`src/rtl/rsl_pkg.sv`:
```
/*
 Constants for the receive slip and loop-up code interrupt block.
 Assumes a 32-bit Avalon-MM slave with word addressing; register
 indices equal the word address, byte address is four times that.
*/
// Operation
// - Enable bit 2 gates buffer-full interrupt
// - Write to full buffer drops frame, flags
// - Enable bit 1 gates buffer-empty interrupt
// - Read of empty buffer repeats frame, flags
// - Enable bit 0 gates slip interrupt
// - Slip status set on drop or repeat
// - Enable bits read/write, reset to zero
// - Bit 3 shows live gated loop-up detection
// - Loop-up pattern register at index 0x126
// - Loop status bits 7-4 read zero
// - Slip status clears on status read
package rsl_pkg;

    ////////////////////////////////////////////////////////////
    // Bus geometry
    localparam int unsigned AW = 12;
    localparam int unsigned DW = 32;
    localparam int unsigned RW = 8;

    ////////////////////////////////////////////////////////////
    // Register indices (word addresses)
    localparam logic [AW-1:0] IDX_PATTERN = 12'h126;
    localparam logic [AW-1:0] IDX_SLIP_EN = 12'hb09;
    localparam logic [AW-1:0] IDX_LOOP_ST = 12'hb0a;
    localparam logic [AW-1:0] IDX_SLIP_ST = 12'hb10;
    localparam logic [AW-1:0] IDX_LOOP_CTRL = 12'hb11;

    ////////////////////////////////////////////////////////////
    // Field positions
    localparam int unsigned SLIP_BIT = 0;
    localparam int unsigned EMPTY_BIT = 1;
    localparam int unsigned FULL_BIT = 2;
    localparam int unsigned NSRC = 3;
    localparam int unsigned DETECT_BIT = 3;
    localparam int unsigned DET_EN_BIT = 0;

    ////////////////////////////////////////////////////////////
    // Reset values
    localparam logic [NSRC-1:0] EN_RST = 3'h0;
    localparam logic [RW-1:0] PATTERN_RST = 8'h00;
    localparam logic DET_EN_RST = 1'b0;
    localparam int unsigned SYNC_STAGES = 2;

endpackage

```
`src/rtl/rsl_top.sv`:
```
/*
 Receive slip-buffer interrupt enables, sticky slip status, loop-up
 code pattern and live detection status, behind an Avalon-MM slave.
 Assumes slip-buffer strobes come from logic on clk_i and the
 loop-up detect flag comes from the receive line clock domain.
*/
// Our own choice: the Avalon-MM slave port.
`timescale 1ns/10ps
module rsl_top
    import rsl_pkg::*;
(
    input wire logic clk_i,
    input wire logic rst_b_i,
    input wire logic [AW-1:0] avs_address_i,
    input wire logic avs_read_i,
    input wire logic avs_write_i,
    input wire logic [DW-1:0] avs_writedata_i,
    input wire logic [3:0] avs_byteenable_i,
    output logic [DW-1:0] avs_readdata_o,
    output logic avs_waitrequest_o,
    input wire logic rx_sb_write_i,
    input wire logic rx_sb_read_i,
    input wire logic rx_sb_full_i,
    input wire logic rx_sb_empty_i,
    input wire logic loop_up_detect_i,
    output logic rx_frame_drop_o,
    output logic rx_frame_repeat_o,
    output logic [RW-1:0] loop_up_code_pattern_o,
    output logic loop_up_detect_en_o,
    output logic irq_o
);

    ////////////////////////////////////////////////////////////
    // State

    typedef struct packed {
        logic [NSRC-1:0] en;
        logic [RW-1:0] pattern;
        logic det_en;
        logic det;
        logic wait_req;
        logic [RW-1:0] rdata;
        logic irq;
        logic drop;
        logic rpt;
    } rsl_state_t;

    rsl_state_t s_q;
    rsl_state_t s_d;

    logic det_sync;
    logic [NSRC-1:0] stat;
    logic [NSRC-1:0] stat_set;
    logic [NSRC-1:0] stat_clr;
    logic req;
    logic capture;
    logic done;
    logic wr_done;
    logic rd_done;
    logic full_ev;
    logic empty_ev;

    ////////////////////////////////////////////////////////////
    // Decode helper

    // True when the address selects the given register
    function automatic logic hit(input logic [AW-1:0] a,
                                 input logic [AW-1:0] idx);
        hit = (a == idx);
    endfunction

    // Read multiplexer; unmapped reads return zero
    function automatic logic [RW-1:0] rd_mux(input logic [AW-1:0] a,
                                             input rsl_state_t s,
                                             input logic [NSRC-1:0] st);
        logic [RW-1:0] v;
        v = '0;
        if (hit(a, IDX_SLIP_EN)) begin
            v[NSRC-1:0] = s.en;
        end else if (hit(a, IDX_LOOP_ST)) begin
            v[DETECT_BIT] = s.det;
        end else if (hit(a, IDX_PATTERN)) begin
            v = s.pattern;
        end else if (hit(a, IDX_SLIP_ST)) begin
            v[NSRC-1:0] = st;
        end else if (hit(a, IDX_LOOP_CTRL)) begin
            v[DET_EN_BIT] = s.det_en;
        end
        rd_mux = v;
    endfunction

    ////////////////////////////////////////////////////////////
    // Sub-blocks

    // Detect flag crosses from the line clock
    rsl_sync2 #(
        .W(1)
    ) u_det_sync (
        .clk_i(clk_i),
        .rst_b_i(rst_b_i),
        .d_i(loop_up_detect_i),
        .q_o(det_sync)
    );

    // Sticky slip status bits
    rsl_sticky #(
        .W(NSRC)
    ) u_status (
        .clk_i(clk_i),
        .rst_b_i(rst_b_i),
        .set_i(stat_set),
        .clr_i(stat_clr),
        .q_o(stat)
    );

    ////////////////////////////////////////////////////////////
    // Bus handshake

    // Capture with waitrequest high, complete when low
    assign req = avs_read_i | avs_write_i;
    assign capture = req & s_q.wait_req;
    assign done = req & ~s_q.wait_req;
    assign wr_done = done & avs_write_i & avs_byteenable_i[0];
    assign rd_done = done & avs_read_i;

    ////////////////////////////////////////////////////////////
    // Slip events

    // Write into full buffer drops a frame
    assign full_ev = rx_sb_write_i & rx_sb_full_i;
    // Read from empty buffer repeats a frame
    assign empty_ev = rx_sb_read_i & rx_sb_empty_i;

    // Status set vector
    always_comb begin
        stat_set = '0;
        stat_set[FULL_BIT] = full_ev;
        stat_set[EMPTY_BIT] = empty_ev;
        stat_set[SLIP_BIT] = full_ev | empty_ev;
    end

    // Clear only bits that the read returned, or written ones
    always_comb begin
        stat_clr = '0;
        if (rd_done && hit(avs_address_i, IDX_SLIP_ST)) begin
            stat_clr = s_q.rdata[NSRC-1:0];
        end else if (wr_done && hit(avs_address_i, IDX_SLIP_ST)) begin
            stat_clr = avs_writedata_i[NSRC-1:0];
        end
    end

    ////////////////////////////////////////////////////////////
    // Next state

    always_comb begin
        s_d = s_q;
        // Waitrequest drops for one cycle per request
        if (capture) begin
            s_d.wait_req = 1'b0;
            s_d.rdata = rd_mux(avs_address_i, s_q, stat);
        end else begin
            s_d.wait_req = 1'b1;
        end
        // Register writes take effect on completion
        if (wr_done) begin
            if (hit(avs_address_i, IDX_SLIP_EN)) begin
                s_d.en = avs_writedata_i[NSRC-1:0];
            end else if (hit(avs_address_i, IDX_PATTERN)) begin
                s_d.pattern = avs_writedata_i[RW-1:0];
            end else if (hit(avs_address_i, IDX_LOOP_CTRL)) begin
                s_d.det_en = avs_writedata_i[DET_EN_BIT];
            end
        end
        // Live detection, gated by its enable
        s_d.det = s_q.det_en & det_sync;
        // Interrupt from enabled sticky bits
        s_d.irq = |(stat & s_q.en);
        // Frame drop and repeat commands to the buffer
        s_d.drop = full_ev;
        s_d.rpt = empty_ev;
    end

    ////////////////////////////////////////////////////////////
    // State register

    always_ff @(posedge clk_i or negedge rst_b_i) begin
        if (!rst_b_i) begin
            s_q.en <= EN_RST;
            s_q.pattern <= PATTERN_RST;
            s_q.det_en <= DET_EN_RST;
            s_q.det <= 1'b0;
            s_q.wait_req <= 1'b1;
            s_q.rdata <= '0;
            s_q.irq <= 1'b0;
            s_q.drop <= 1'b0;
            s_q.rpt <= 1'b0;
        end else begin
            s_q <= s_d;
        end
    end

    ////////////////////////////////////////////////////////////
    // Outputs

    // Upper bits read as zero, reserved bits included
    assign avs_readdata_o = {{(DW-RW){1'b0}}, s_q.rdata};
    assign avs_waitrequest_o = s_q.wait_req;
    assign rx_frame_drop_o = s_q.drop;
    assign rx_frame_repeat_o = s_q.rpt;
    assign loop_up_code_pattern_o = s_q.pattern;
    assign loop_up_detect_en_o = s_q.det_en;
    assign irq_o = s_q.irq;

    ////////////////////////////////////////////////////////////
    // Checks

    // Full-buffer write flags status and drops a frame
    a_full_flags: assert property (@(posedge clk_i) disable iff (!rst_b_i)
        full_ev |=> (stat[FULL_BIT] && stat[SLIP_BIT] && rx_frame_drop_o))
        else $error("full event not recorded");

    // Empty-buffer read flags status and repeats a frame
    a_empty_flags: assert property (@(posedge clk_i) disable iff (!rst_b_i)
        empty_ev |=> (stat[EMPTY_BIT] && stat[SLIP_BIT] && rx_frame_repeat_o))
        else $error("empty event not recorded");

    // Slip status never rises without a slip event
    a_slip_cause: assert property (@(posedge clk_i) disable iff (!rst_b_i)
        $rose(stat[SLIP_BIT]) |-> $past(full_ev || empty_ev))
        else $error("slip status rose without event");

    // Full interrupt follows when its enable is set
    a_full_irq: assert property (@(posedge clk_i) disable iff (!rst_b_i)
        (stat[FULL_BIT] && s_q.en[FULL_BIT]) |=> irq_o)
        else $error("full interrupt missing");

    // Empty interrupt follows when its enable is set
    a_empty_irq: assert property (@(posedge clk_i) disable iff (!rst_b_i)
        (stat[EMPTY_BIT] && s_q.en[EMPTY_BIT]) |=> irq_o)
        else $error("empty interrupt missing");

    // Slip interrupt follows when its enable is set
    a_slip_irq: assert property (@(posedge clk_i) disable iff (!rst_b_i)
        (stat[SLIP_BIT] && s_q.en[SLIP_BIT]) |=> irq_o)
        else $error("slip interrupt missing");

    // No interrupt while nothing enabled is pending
    a_irq_masked: assert property (@(posedge clk_i) disable iff (!rst_b_i)
        ((stat & s_q.en) == '0) |=> !irq_o)
        else $error("interrupt without enabled status");

    // Enable write is visible in the next cycle
    a_en_write: assert property (@(posedge clk_i) disable iff (!rst_b_i)
        (wr_done && hit(avs_address_i, IDX_SLIP_EN))
        |=> (s_q.en == $past(avs_writedata_i[NSRC-1:0])))
        else $error("enable write lost");

    // Detection status is zero while detection is off
    a_det_gated: assert property (@(posedge clk_i) disable iff (!rst_b_i)
        (!s_q.det_en ##1 !s_q.det_en) |-> !s_q.det)
        else $error("detect shown while disabled");

    // Pattern write reaches the detection engine
    a_pattern_out: assert property (@(posedge clk_i) disable iff (!rst_b_i)
        (wr_done && hit(avs_address_i, IDX_PATTERN))
        |=> (loop_up_code_pattern_o == $past(avs_writedata_i[RW-1:0])))
        else $error("pattern write lost");

    // Reserved loop status bits read zero
    a_loop_resv: assert property (@(posedge clk_i) disable iff (!rst_b_i)
        (capture && hit(avs_address_i, IDX_LOOP_ST))
        |=> (avs_readdata_o[7:4] == 4'h0 && !avs_waitrequest_o))
        else $error("reserved bits not zero");

    // A read clears returned bits unless re-set
    a_read_clears: assert property (@(posedge clk_i) disable iff (!rst_b_i)
        (rd_done && hit(avs_address_i, IDX_SLIP_ST) && s_q.rdata[SLIP_BIT] && !full_ev && !empty_ev)
        |=> !stat[SLIP_BIT])
        else $error("slip status not cleared by read");

    // Waitrequest low lasts exactly one cycle
    a_wait_one: assert property (@(posedge clk_i) disable iff (!rst_b_i)
        !avs_waitrequest_o |=> avs_waitrequest_o)
        else $error("waitrequest low too long");

endmodule

```
`src/rtl/rsl_sync2.sv`:
```
/*
 Two-flop synchroniser for level signals.
 Assumes the input is a level held long enough to be seen.
*/
`timescale 1ns/10ps
module rsl_sync2 #(
    parameter int unsigned W = 1
) (
    input wire logic clk_i,
    input wire logic rst_b_i,
    input wire logic [W-1:0] d_i,
    output logic [W-1:0] q_o
);
    typedef struct packed {
        logic [W-1:0] meta;
        logic [W-1:0] sync;
    } rsl_sync_t;

    rsl_sync_t s_q;
    rsl_sync_t s_d;

    initial begin
        if (W < 1) $error("rsl_sync2: W must be at least 1");
    end

    // First stage feeds only the second
    always_comb begin
        s_d.meta = d_i;
        s_d.sync = s_q.meta;
    end

    // State register
    always_ff @(posedge clk_i or negedge rst_b_i) begin
        if (!rst_b_i) begin
            s_q <= '0;
        end else begin
            s_q <= s_d;
        end
    end

    assign q_o = s_q.sync;
endmodule

```
`src/rtl/rsl_sticky.sv`:
```
/*
 Vector of sticky status bits: set wins over clear.
 Assumes set and clear come from the same clock domain.
*/
`timescale 1ns/10ps
module rsl_sticky #(
    parameter int unsigned W = 3
) (
    input wire logic clk_i,
    input wire logic rst_b_i,
    input wire logic [W-1:0] set_i,
    input wire logic [W-1:0] clr_i,
    output logic [W-1:0] q_o
);
    typedef struct packed {
        logic [W-1:0] flag;
    } rsl_sticky_t;

    rsl_sticky_t s_q;
    rsl_sticky_t s_d;

    initial begin
        if (W < 1) $error("rsl_sticky: W must be at least 1");
    end

    // A set in the clearing cycle survives
    always_comb begin
        s_d.flag = set_i | (s_q.flag & ~clr_i);
    end

    // State register
    always_ff @(posedge clk_i or negedge rst_b_i) begin
        if (!rst_b_i) begin
            s_q <= '0;
        end else begin
            s_q <= s_d;
        end
    end

    assign q_o = s_q.flag;

    a_set_wins: assert property (@(posedge clk_i) disable iff (!rst_b_i)
        (|set_i) |=> ((q_o & $past(set_i)) == $past(set_i)))
        else $error("sticky bit lost a set");
endmodule

```
`config.mk`:
```
export PLATFORM = sky130hd
export DESIGN_NAME = rsl_top
export DESIGN_NICKNAME = d
export VERILOG_FILES = /design/src/rtl/rsl_pkg.sv /design/src/rtl/rsl_top.sv /design/src/rtl/rsl_sync2.sv /design/src/rtl/rsl_sticky.sv
export SDC_FILE = /design/constraint.sdc
export NUM_CORES = 1
export LEC_CHECK = 0
export BUFFER_PORTS_ARGS = -buffer_cell sky130_fd_sc_hd__buf_2
export CAP_MARGIN = 20
export CORE_ASPECT_RATIO = 1.5
export CORE_MARGIN = 4
export CORE_UTILIZATION = 46
export DETAILED_ROUTE_END_ITERATION = 8
export PLACE_DENSITY = 0.86
export SLEW_MARGIN = 20
export SYNTH_ARGS = -nofsm -noshare
export SYNTH_HDL_FRONTEND = slang
export SYNTH_SLANG_ARGS = --single-unit
```
`constraint.sdc`:
```
create_clock -name clk_i -period 2.61 [get_ports clk_i]
set_input_delay 0.522 -clock clk_i [delete_from_list [all_inputs] [get_ports clk_i]]
set_output_delay 0.522 -clock clk_i [all_outputs]
set_load 0.01 [all_outputs]
```
### Yosys cells after proc, flatten, opt, wreduce, memory -nomap -nowiden

Index checks and enable logic that the tools add are counted.

* bits in registers: 30
* input port bits: 57
* output and inout port bits: 45
* word-level logic and storage cells: 53

* equality and inequality tests: 5
* mux-type cells: 13
* bitwise operators: 17
* reductions and logical operators: 6

Operator list (count)
* 12-bit equality test, second input constant: 4
* 3-bit 2-to-1 mux: 5
* 12-bit by 9-bit equality test with 1-bit output, second input constant: 1
* 5-bit 2-to-1 mux: 2
* 1-bit AND: 8
* 3-bit AND: 2
* 1-bit 2-to-1 mux: 4
* 4-bit 2-to-1 mux: 1
* 4-bit AND reduction: 1
* 1-bit NOT: 3
* 3-bit NOT: 1
* 3-bit bitwise OR: 1
* 3-bit AND reduction: 1
* 3-bit OR reduction: 1
* 1-bit logical AND: 2
* 2-bit 2-to-1 mux: 1
* 1-bit bitwise OR: 2
* 2-bit AND reduction: 1

### Logic depth before layout (Yosys ltp)

Gate-level depths: netlist of run 1.

* depth in word-level cells: 10
* depth in mapped cells: 6
* gate-level depth less buffers: 5

### Hierarchy

From an unflattened synthesis of run 1, not the netlist that was laid out.

* cell total of the unflattened synthesis: 157
* area, all modules: 1686.6 sq um

By module, submodules not included
* rsl_top: instances 1, cells an instance 146, area each 1527.7 sq um, seq. area each 626.9 sq um
* rsl_sticky: instances 1, cells an instance 9, area each 108.9 sq um, seq. area each 75.1 sq um
* rsl_sync2: instances 1, cells an instance 2, area each 50.0 sq um, seq. area each 50.0 sq um

### Worst setup path after synthesis of run 1

No wires, ideal clock.

* path type: input to register
* start: input avs_address_i[7]
* end: register u_status.s_q (netlist bit u_status.q_o[0])
* setup time: 0.126 ns
* arrival: 1.850 ns
* data required time: 2.484 ns
* slack: 0.634 ns
* stages: 4
* path buffers: 0
* cells stage by stage: or4b_4 > or4b_1 > o21ai_1 > nand3_1

RTL lines
* start, declared: RTL line rsl_top.sv:14 `input wire logic [AW-1:0] avs_address_i,`
* end signal, assigned: RTL line rsl_sticky.sv:34 `s_q <= '0;`
* end signal, assigned: RTL line rsl_sticky.sv:36 `s_q <= s_d;`
* end, declared: RTL line rsl_sticky.sv:19 `rsl_sticky_t s_q;`

### Worst setup path after layout of run 1

* start: input avs_address_i[7]
* end: register s_q (netlist bit loop_up_detect_en_o)

* cells in the longest elaborated chain, start to end: 3
* elaborated cells on any way between the ends: 6
* those cells by class: 3 x eq/ne; 2 x bitwise; 1 x reduce/logical

Ends and longest elaborated chain
* 12-bit by 9-bit equality test with 1-bit output / 12-bit equality test (equally long branches): RTL line rsl_top.sv:69 `hit = (a == idx);`
* 1-bit NOT (no source line)
* 4-bit AND reduction (no source line) (*)
* end, declared: RTL line rsl_top.sv:48 `rsl_state_t s_q;`

Mark *: on every way between the ends. The rest lies on a longest branch, timed or not.
A chain may end at the register's enable or synchronous reset.

==> flow_summary.json, run 1 <==
{
  "pwr-share-seq_pct": 50.9,
  "internal_power_uw": 719,
  "clk_pin_slew_worst_paths_ns": 0.06,
  "gr-usage-met3_pct": 3.77,
  "fmax_mhz": 518,
  "post_cts_buffers": 0,
  "cts_tree": "built",
  "ys_ff_latch": 30,
  "drtAntennaViolNets": 0,
  "power_frac_clock_pct": 38.8,
  "p_switching_uw": 222,
  "hold_buffers": 0,
  "use_met2_pct": 28.0,
  "initial_utilization_pct": 48.3,
  "antenna_found_initial": 0,
  "p_comb_share_pct": 10.2,
  "cp-start-kind": "primary input",
  "via_count": 1199,
  "io_pins": 102,
  "timing.setup.tns_ns": 0,
  "power.density_mw_per_mm2": 514,
  "rsz0062_at_grt": "false",
  "drive_gt1_share_pct": 37.8,
  "nFillCells": 332,
  "cap_violations": 0,
  "routed_wl_microns": 3310,
  "grt_max_degree": 31,
  "relSlewSlack_pct": 57.8,
  "outcome": "finished, final reports clean",
  "grt_pass1_wl_microns": 5310,
  "synth_cell_types": 36,
  "synth.top_cell.area_share_pct": 43.6,
  "area_delta_synth_final_pct": 9.92,
  "dr.pass1.iters": 4,
  "antennaDiodeCount": 0,
  "grt-ovfl-total": 0,
  "setup_violations": 0,
  "cts_buffers": 5,
  "r2r_slack_ns": 0.77,
  "crit_fanout": 5,
  "core-area_sq_mm": 0.00345,
  "synthTopCellsByArea": "dfrtp_1, buf_4, mux2_2",
  "drt_iter0_drc": 59,
  "dieArea_sq_mm": 0.00466,
  "drc": 0,
  "synth_area_sq_mm": 0.00166,
  "fp-row-count": 26,
  "grt_use_met1_pct": 14.7,
  "final_core_util_pct": 53.0,
  "leakage_uw": 0.000962,
  "hold_viol": 0,
  "crit_type": "primary input to flip-flop",
  "nNetsFinal": 252,
  "numPortBuffers": 50,
  "hp-class": "primary input to async pin",
  "fp.dieW_microns": 57.1,
  "yosys_warnings": 0,
  "gr-max-usage-layer": "met2",
  "avgRoutedWirePerCell_microns": 13.9,
  "cp.required_ns": 2.77,
  "dpl.hpwl_microns": 2680,
  "cp-end-kind": "flip-flop",
  "htreeDepth": 2,
  "gp_congestion": 0.917,
  "syn-instance-count": 158,
  "clk_path_buf_depth": 2,
  "viasPerCell": 5.04,
  "cts-resized-gates": 0,
  "avgSynthCellArea_sq_um": 10.5,
  "period_minus_slack_ns": 1.93,
  "grt_pass1_vias": 1174,
  "synth_top_area_cell": "dfrtp_1",
  "clock_latency_ns": 0.27,
  "cp_data_arrival_time_ns": 2.09,
  "track_usage_pct": 15.0,
  "worstMarginPinSlew_ns": 0.633,
  "fp.dieH_microns": 81.7,
  "drv_slew": 0,
  "clock-skew-final_ns": 0.00301,
  "cts_root_buf": "clkbuf_8",
  "synth-seq-area-share_pct": 45.2,
  "period_share_pct": 73.9,
  "cts.sinks": 30,
  "vdd_ir_drop_max_v": 0.000362,
  "swShare_pct": 23.6
}
final cells by class:
type	count	area, sq um	share of cell area [%]
clock inverter	1	5.00	0.274
clock buffer	7	86.3	4.72
sequential	30	752	41.1
tap	42	52.6	2.87
multi-input combinational	104	668	36.5
timing repair buffer	50	250	13.7
inverter	4	15.0	0.821
stage by stage:
stage | cells | hold slack [ns] | setup slack, ns | instance area (sq um) | power [uW]
finish | 238 | 0.265 | 0.681 | 1830 | 941
global route | 238 | 0.312 | 0.567 | 1830 | 990
CTS | 238 | 0.283 | 0.667 | 1830 | 951
detailed placement | 230 | 0.349 | 0.388 | 1740 | 583
global placement | 230 | 0.333 | 0.394 | 1740 | 581
floorplan | 181 | 0.226 | 0.634 | 1750 | 565
cells in the final DEF, fill, tap and decap left out, types with 2 or more instances in the layout:
cell,synthesis,final
buf_2,3,50
nor2_1,3,3
a21oi_1,3,3
nand3_1,3,3
a31oi_1,4,4
clkbuf_8,0,6
a32oi_1,2,2
o21ai_1,3,3
nor4b_1,4,4
o21ai_0,7,7
and4b_1,3,3
nand2_2,2,2
conb_1,1,24
nand2_1,14,14
dfrtp_1,29,29
inv_1,3,3
mux2_2,12,12
and2_1,4,4
cell families after synthesis:
group           share of synthesized area [%]
compound gates                           8.42
xor+xnor                                0.526
buf+inv                                  19.8
flops                                    45.2
mux                                      8.80
other cells                             0.225
simple gates                             17.0
sequential cells by signal, summed over array words and instances, names as in the netlist:
| signal | cells |
|---|---|
| s_q | 4 |
| loop_up_detect_en_o | 1 |
| rx_frame_repeat_o | 1 |
| u_det_sync.s_d | 1 |
| loop_up_code_pattern_o | 8 |
| irq_o | 1 |
| avs_waitrequest_o | 1 |
| rx_frame_drop_o | 1 |
| avs_readdata_o | 8 |
| u_status.q_o | 3 |
| u_det_sync.q_o | 1 |
cells in the mapped netlist:
| master | number |
|---|---|
| a32oi_1 | 2 |
| clkinv_1 | 1 |
| nand4bb_1 | 1 |
| conb_1 | 1 |
| mux2_1 | 1 |
| inv_1 | 3 |
| nor4bb_1 | 1 |
| nand3_1 | 3 |
| and2_1 | 4 |
| or4b_4 | 1 |
| a22oi_1 | 1 |
| nor4_4 | 1 |
| nor2_1 | 3 |
| nand4b_1 | 1 |
| xor2_1 | 1 |
| dfrtp_1 | 29 |
| a21o_1 | 1 |
| o21a_1 | 1 |
| nand2_2 | 2 |
| o21ai_0 | 7 |
| a31oi_1 | 4 |
| a21oi_1 | 3 |
| buf_4 | 40 |
| nand2b_1 | 1 |
| buf_2 | 3 |
| nand3b_1 | 1 |
| nor4b_1 | 4 |
| or4b_1 | 1 |
| dfstp_2 | 1 |
| a222oi_1 | 1 |
| o21ai_1 | 3 |
| mux2_2 | 12 |
| and3_1 | 1 |
| and4b_1 | 3 |
| nor4_1 | 1 |
| nand2_1 | 14 |
worst paths after layout:
check                           depth (start not counted)                        end         startpoint
worst max-delay path                                    5        loop_up_detect_en_o   avs_address_i[7]
worst min-delay path                                    1  loop_up_code_pattern_o[0]            rst_b_i
worst max register to register                          5          avs_readdata_o[0]  avs_waitrequest_o
worst min register to register                          0             u_det_sync.q_o  u_det_sync.s_d[0]
max in group asynchronous                               1                    s_q[24]            rst_b_i
min in group clk_i                                      1          u_det_sync.s_d[0]   loop_up_detect_i
power by group through the flow:
stage | clock [uW] | sequential, uW | combinational [uW]
final | 366 | 479 | 96.4
after global routing | 402 | 479 | 109
after CTS | 375 | 479 | 96.6
after detailed placement | 0 | 487 | 96.2
after global placement | 0 | 487 | 94.5
after floorplan | 0 | 488 | 77.0
critical path: stages:
cell	delay [ns]
buf_2	0.11
or4b_4	0.59
nor4_1	0.42
nand3_1	0.14
mux2_1	0.32
routing by layer:
metal / share of wire, % / wire length [microns]
met5: 0 / 0
met3: 8.4 / 279
met2: 57 / 1880
met1: 33 / 1090
met4: 2.0 / 65
Note: power is estimated with default switching activity, not from simulation.
==> run 2: changes to the inputs <==
- CORE_UTILIZATION: 46 -> 39
- PLACE_DENSITY: 0.86 -> 0.78
- clock period: 2.61 -> 1.59 ns (I/O delays scaled with it)
==> run 2 against run 1 <==
  * Largest cell class unchanged
  * Critical endpoint is now u_status.q_o[0]
  * Final area increased by 6.8%
  * Sequential share of layout area down 2.6 points
  * Clock power rose by 53%
  * Via count increased by 3.2%
  * Flip-flop and latch count is the same
  * The flow now finishes with violations (setup timing)
  * Total power rose by 63%
  * Combinational power up 93%
  * Wire length grew 10%
  * Final cell count grew 5.9%
  * Worst setup slack got worse by 0.70 ns
==> flow_summary.json, run 2 (synthesis gave the netlist of run 1 again) <==
{
  "stdcell_area_sq_mm": 0.00195,
  "finalWorstSetupSlack_ns": -0.0147,
  "fmax_mhz": 623,
  "cap_violations": 0,
  "hp-class": "primary input to async pin",
  "clock_latency_ns": 0.27,
  "initial_utilization_pct": 41.3,
  "post_cts_buffers": 0,
  "timing.setup.tns_ns": -0.0158,
  "hold_buffers": 0,
  "track_usage_pct": 14.1,
  "cp-end-kind": "flip-flop",
  "cp.required_ns": 1.74,
  "place_ws_ns": -0.366,
  "holdWs_ns": 0.0656,
  "antenna_found_initial": 0,
  "cts_root_buf": "clkbuf_8",
  "cp-start-kind": "primary input",
  "fp-row-count": 28,
  "core-area_sq_mm": 0.00403,
  "viasPerCell": 4.91,
  "final_core_util_pct": 48.5,
  "drt_iter0_drc": 30,
  "period_share_pct": 101,
  "routed_wl_microns": 3650,
  "outcome": "finished, violations left",
  "crit_fanout": 5,
  "clock-skew-final_ns": 0.00200,
  "place_area_sq_mm": 0.00184,
  "worstMarginPinSlew_ns": 0.645,
  "area_delta_synth_final_pct": 17.4,
  "grt_pass1_wl_microns": 5460,
  "rr_startpoint": "avs_waitrequest_o",
  "grt_max_degree": 31,
  "clk_pin_slew_worst_paths_ns": 0.06,
  "clk_path_buf_depth": 2,
  "cts_tree": "built",
  "dr.pass1.iters": 4,
  "rsz0062_at_grt": "true",
  "nNetsFinal": 263,
  "io_pins": 102,
  "cts_buffers": 5,
  "grt-ovfl-total": 0,
  "r2r_slack_ns": 0.14,
  "gp_congestion": 0.916,
  "reg2reg_to": "avs_readdata_o[2]",
  "drive_gt1_share_pct": 43.5,
  "dieArea_sq_mm": 0.00540,
  "fp.dieH_microns": 88,
  "drc": 0,
  "final_cell_mix": "buf_2, dfrtp_1, conb_1",
  "nFillCells": 382,
  "numPortBuffers": 50,
  "avgRoutedWirePerCell_microns": 14.5,
  "relSlewSlack_pct": 57.0,
  "crit_type": "primary input to flip-flop",
  "rr_worst_depth": 5,
  "period_minus_slack_ns": 1.60,
  "cts.sinks": 30,
  "vdd_ir_drop_max_v": 0.000430,
  "drtAntennaViolNets": 0,
  "hold_viol": 0,
  "dpl.hpwl_microns": 2900,
  "power.density_mw_per_mm2": 784,
  "setup_violations": 2,
  "leakage_uw": 0.00103,
  "antennaDiodeCount": 0,
  "violations": "setup timing",
  "drv_slew": 0,
  "grt_pass1_vias": 1216,
  "cp_data_arrival_time_ns": 1.76,
  "via_count": 1237,
  "final_common_cell": "buf_2",
  "htreeDepth": 2,
  "fp.dieW_microns": 61.3
}
run 2: what timing repair did:
item                       in CTS  in global routing
pin swaps                       4                  2
setup endpoints to repair       5                 11
gates resized for setup         5                  1
run 2: routing by layer:
layer	vias up	global-route usage [%]	part of all wire, %
met4	0	10.8	4.5
met1	576	13.2	33
met2	65	25.0	54
met5	-	0	0
met3	11	3.24	8.7
li1	585	-	-
run 2: how the worst max path moves through the flow:
stage	depth (start not counted)	slack, ns	to	start
after detailed placement	5	-0.37	u_status.q_o[1]	avs_address_i[10]
after global placement	5	-0.35	u_status.q_o[0]	avs_address_i[10]
after CTS	5	-0.002	u_status.q_o[0]	avs_address_i[7]
final	5	-0.01	u_status.q_o[0]	avs_address_i[7]
after floorplan	4	-0.17	u_status.q_o[0]	avs_address_i[10]
after global routing	5	-0.06	u_status.q_o[1]	avs_address_i[7]
run 2: critical path, stage by stage:
cell	delay (ns)
buf_6	0.09
or4b_4	0.60
or4b_4	0.55
o21ai_2	0.13
nand3_1	0.07
run 2: through the flow:
stage               instances  power (uW)
floorplan                 181         929
global placement          244         979
detailed placement        244         982
CTS                       252        1550
global route              252        1600
finish                    252        1530
run 2: cell type report:
cell class,instances,area [sq um],share of cell area [%]
Clock buffer,8,80.1,4.10
Inverter,4,15.0,0.769
Multi-Input combinational cell,104,711,36.4
Sequential cell,30,752,38.5
Tap cell,45,56.3,2.88
Timing Repair Buffer,61,339,17.4
run 2: where the power goes:
group | internal (uW) | switching, uW | total [uW] | leakage (uW)
Sequential | 779 | 7.65 | 787 | 0.000392
Combinational | 71.5 | 115 | 186 | 0.000595
Clock | 310 | 249 | 559 | 0.0000395
==> run 3: changes to the inputs <==
- BUFFER_PORTS_ARGS: -buffer_cell sky130_fd_sc_hd__buf_2 -> -buffer_cell sky130_fd_sc_hd__clkbuf_2
- HOLD_SLACK_MARGIN: default -> 0.05
==> run 3 against run 2 <==
  * The run still ends with setup timing left
  * Highest routed layer unchanged
  * Critical endpoint unchanged
  * Clock power is 2% higher
  * Maximum frequency down 1.1%
  * Total power grew 1.0%
  * Worst setup slack worse by 0.018 ns
  * Wire length down 1.5%
==> flow_summary.json, run 3 (synthesis gave the netlist of run 1 again) <==
{
  "rsz0062_at_grt": "true",
  "clk_path_buf_depth": 2,
  "htreeDepth": 2,
  "holdWs_ns": 0.0416,
  "vdd_ir_drop_max_v": 0.000382,
  "path_buf_inv": 1,
  "rr_startpoint": "avs_waitrequest_o",
  "grt_max_degree": 31,
  "grt-ovfl-total": 0,
  "reg2reg_to": "avs_readdata_o[1]",
  "dp.cells": 246,
  "rr_worst_depth": 5,
  "numPortBuffers": 50,
  "crit_type": "primary input to flip-flop",
  "gp_congestion": 0.904,
  "antenna_found_initial": 0,
  "track_usage_pct": 13.6,
  "place_area_sq_mm": 0.00186,
  "cp.required_ns": 1.75,
  "viasPerCell": 4.97,
  "cp-start-kind": "primary input",
  "hold_buffers": 0,
  "cpMostUsedCell": "or4b_4",
  "finalWorstSetupSlack_ns": -0.0328,
  "cts.sinks": 30,
  "drtAntennaViolNets": 0,
  "clock_latency_ns": 0.27,
  "setup_violations": 3,
  "antennaDiodeCount": 0,
  "avgRoutedWirePerCell_microns": 14.1,
  "drc": 0,
  "fp.dieW_microns": 61.3,
  "final_common_cell": "clkbuf_2",
  "power.density_mw_per_mm2": 772,
  "cap_violations": 0,
  "dieArea_sq_mm": 0.00540,
  "cts_root_buf": "clkbuf_8",
  "crit_fanout": 4,
  "period_share_pct": 102,
  "worstPathCellList": "buf_6 -> or4b_4 -> or4b_4 -> o21ai_2 -> nand3_1",
  "cp_slowest_cell": "or4b_4",
  "crit_family": "simple AND/OR/NAND/NOR gates",
  "drive_gt1_share_pct": 44.5,
  "nNetsFinal": 267,
  "core-area_sq_mm": 0.00403,
  "final_core_util_pct": 49.8,
  "grt_pass1_vias": 1209,
  "dpl.hpwl_microns": 2850,
  "r2r_slack_ns": 0.12,
  "drv_slew": 0,
  "hp-class": "primary input to async pin",
  "cp_data_arrival_time_ns": 1.78,
  "fmax_mhz": 616,
  "cts_buffers": 5,
  "layout.cells.non_filler": 256,
  "io_pins": 102,
  "slowest_delay_ns": 0.58,
  "violations": "setup timing",
  "final_cell_mix": "clkbuf_2, dfrtp_1, conb_1",
  "fp.dieH_microns": 88,
  "hold_viol": 0,
  "via_count": 1272,
  "cts_tree": "built",
  "dr.pass1.iters": 4,
  "drt_iter0_drc": 57,
  "grt_pass1_wl_microns": 5380,
  "timing.setup.tns_ns": -0.0690,
  "leakage_uw": 0.00105,
  "period_minus_slack_ns": 1.62,
  "clk_pin_slew_worst_paths_ns": 0.06,
  "outcome": "finished, violations left",
  "cp-end-kind": "flip-flop",
  "fp-row-count": 28,
  "clock-skew-final_ns": 0.00547,
  "initial_utilization_pct": 41.3,
  "stdcell_area_sq_mm": 0.00200,
  "area_delta_synth_final_pct": 20.5,
  "routed_wl_microns": 3600
}
[run 3: cell types whose count changed in the layout (fill, tap and decap cells not counted), sizes merged]
cell	delta
buf	-45
clkbuf	+49
[run 3: metrics by stage]
stage	setup slack (ns)	power [uW]
floorplan	-0.165	929
global placement	-0.333	981
detailed placement	-0.344	983
CTS	-0.0131	1550
global route	-0.0506	1610
finish	-0.0328	1550
[run 3: timing repair]
action / in CTS / in global routing
setup buffers: 0 / 2
gates resized for setup: 2 / 5
pin swaps: 3 / 6
setup endpoints to repair: 6 / 11
[run 3: worst max-delay path by stage]
stage / endpoint / cells past startpoint / startpoint / slack, ns
2_1_floorplan: u_status.q_o[0] / 4 / avs_address_i[10] / -0.17
3_3_place_gp: u_status.q_o[0] / 5 / avs_address_i[10] / -0.33
3_5_place_dp: u_status.q_o[0] / 5 / avs_address_i[10] / -0.34
4_1_cts: avs_readdata_o[1] / 5 / avs_address_i[7] / -0.01
5_1_grt: s_q[24] / 6 / avs_address_i[6] / -0.05
6_report: u_status.q_o[0] / 5 / avs_address_i[6] / -0.03
[run 3: layer usage]
layer | GRT usage [%] | routed length (microns) | up-vias
met2 | 23.6 | 1970 | 61
met4 | 8.11 | 88 | 0
met5 | 0 | 0 | -
met3 | 3.24 | 335 | 8
li1 | - | - | 594
met1 | 14.3 | 1200 | 609
[run 3: report_power, final]
part	total [uW]	internal, uW	switching [uW]
clock	569	310	259
combinational	192	76.4	116
sequential	787	779	8.17
[run 3: final cells by class]
type	count	area (sq um)
fillers	384	2020
flip-flops and latches	30	752
multi-input cells	104	719
repair buffers	65	382
clock buffers	8	80.1
well taps	45	56.3
inverters	4	15.0
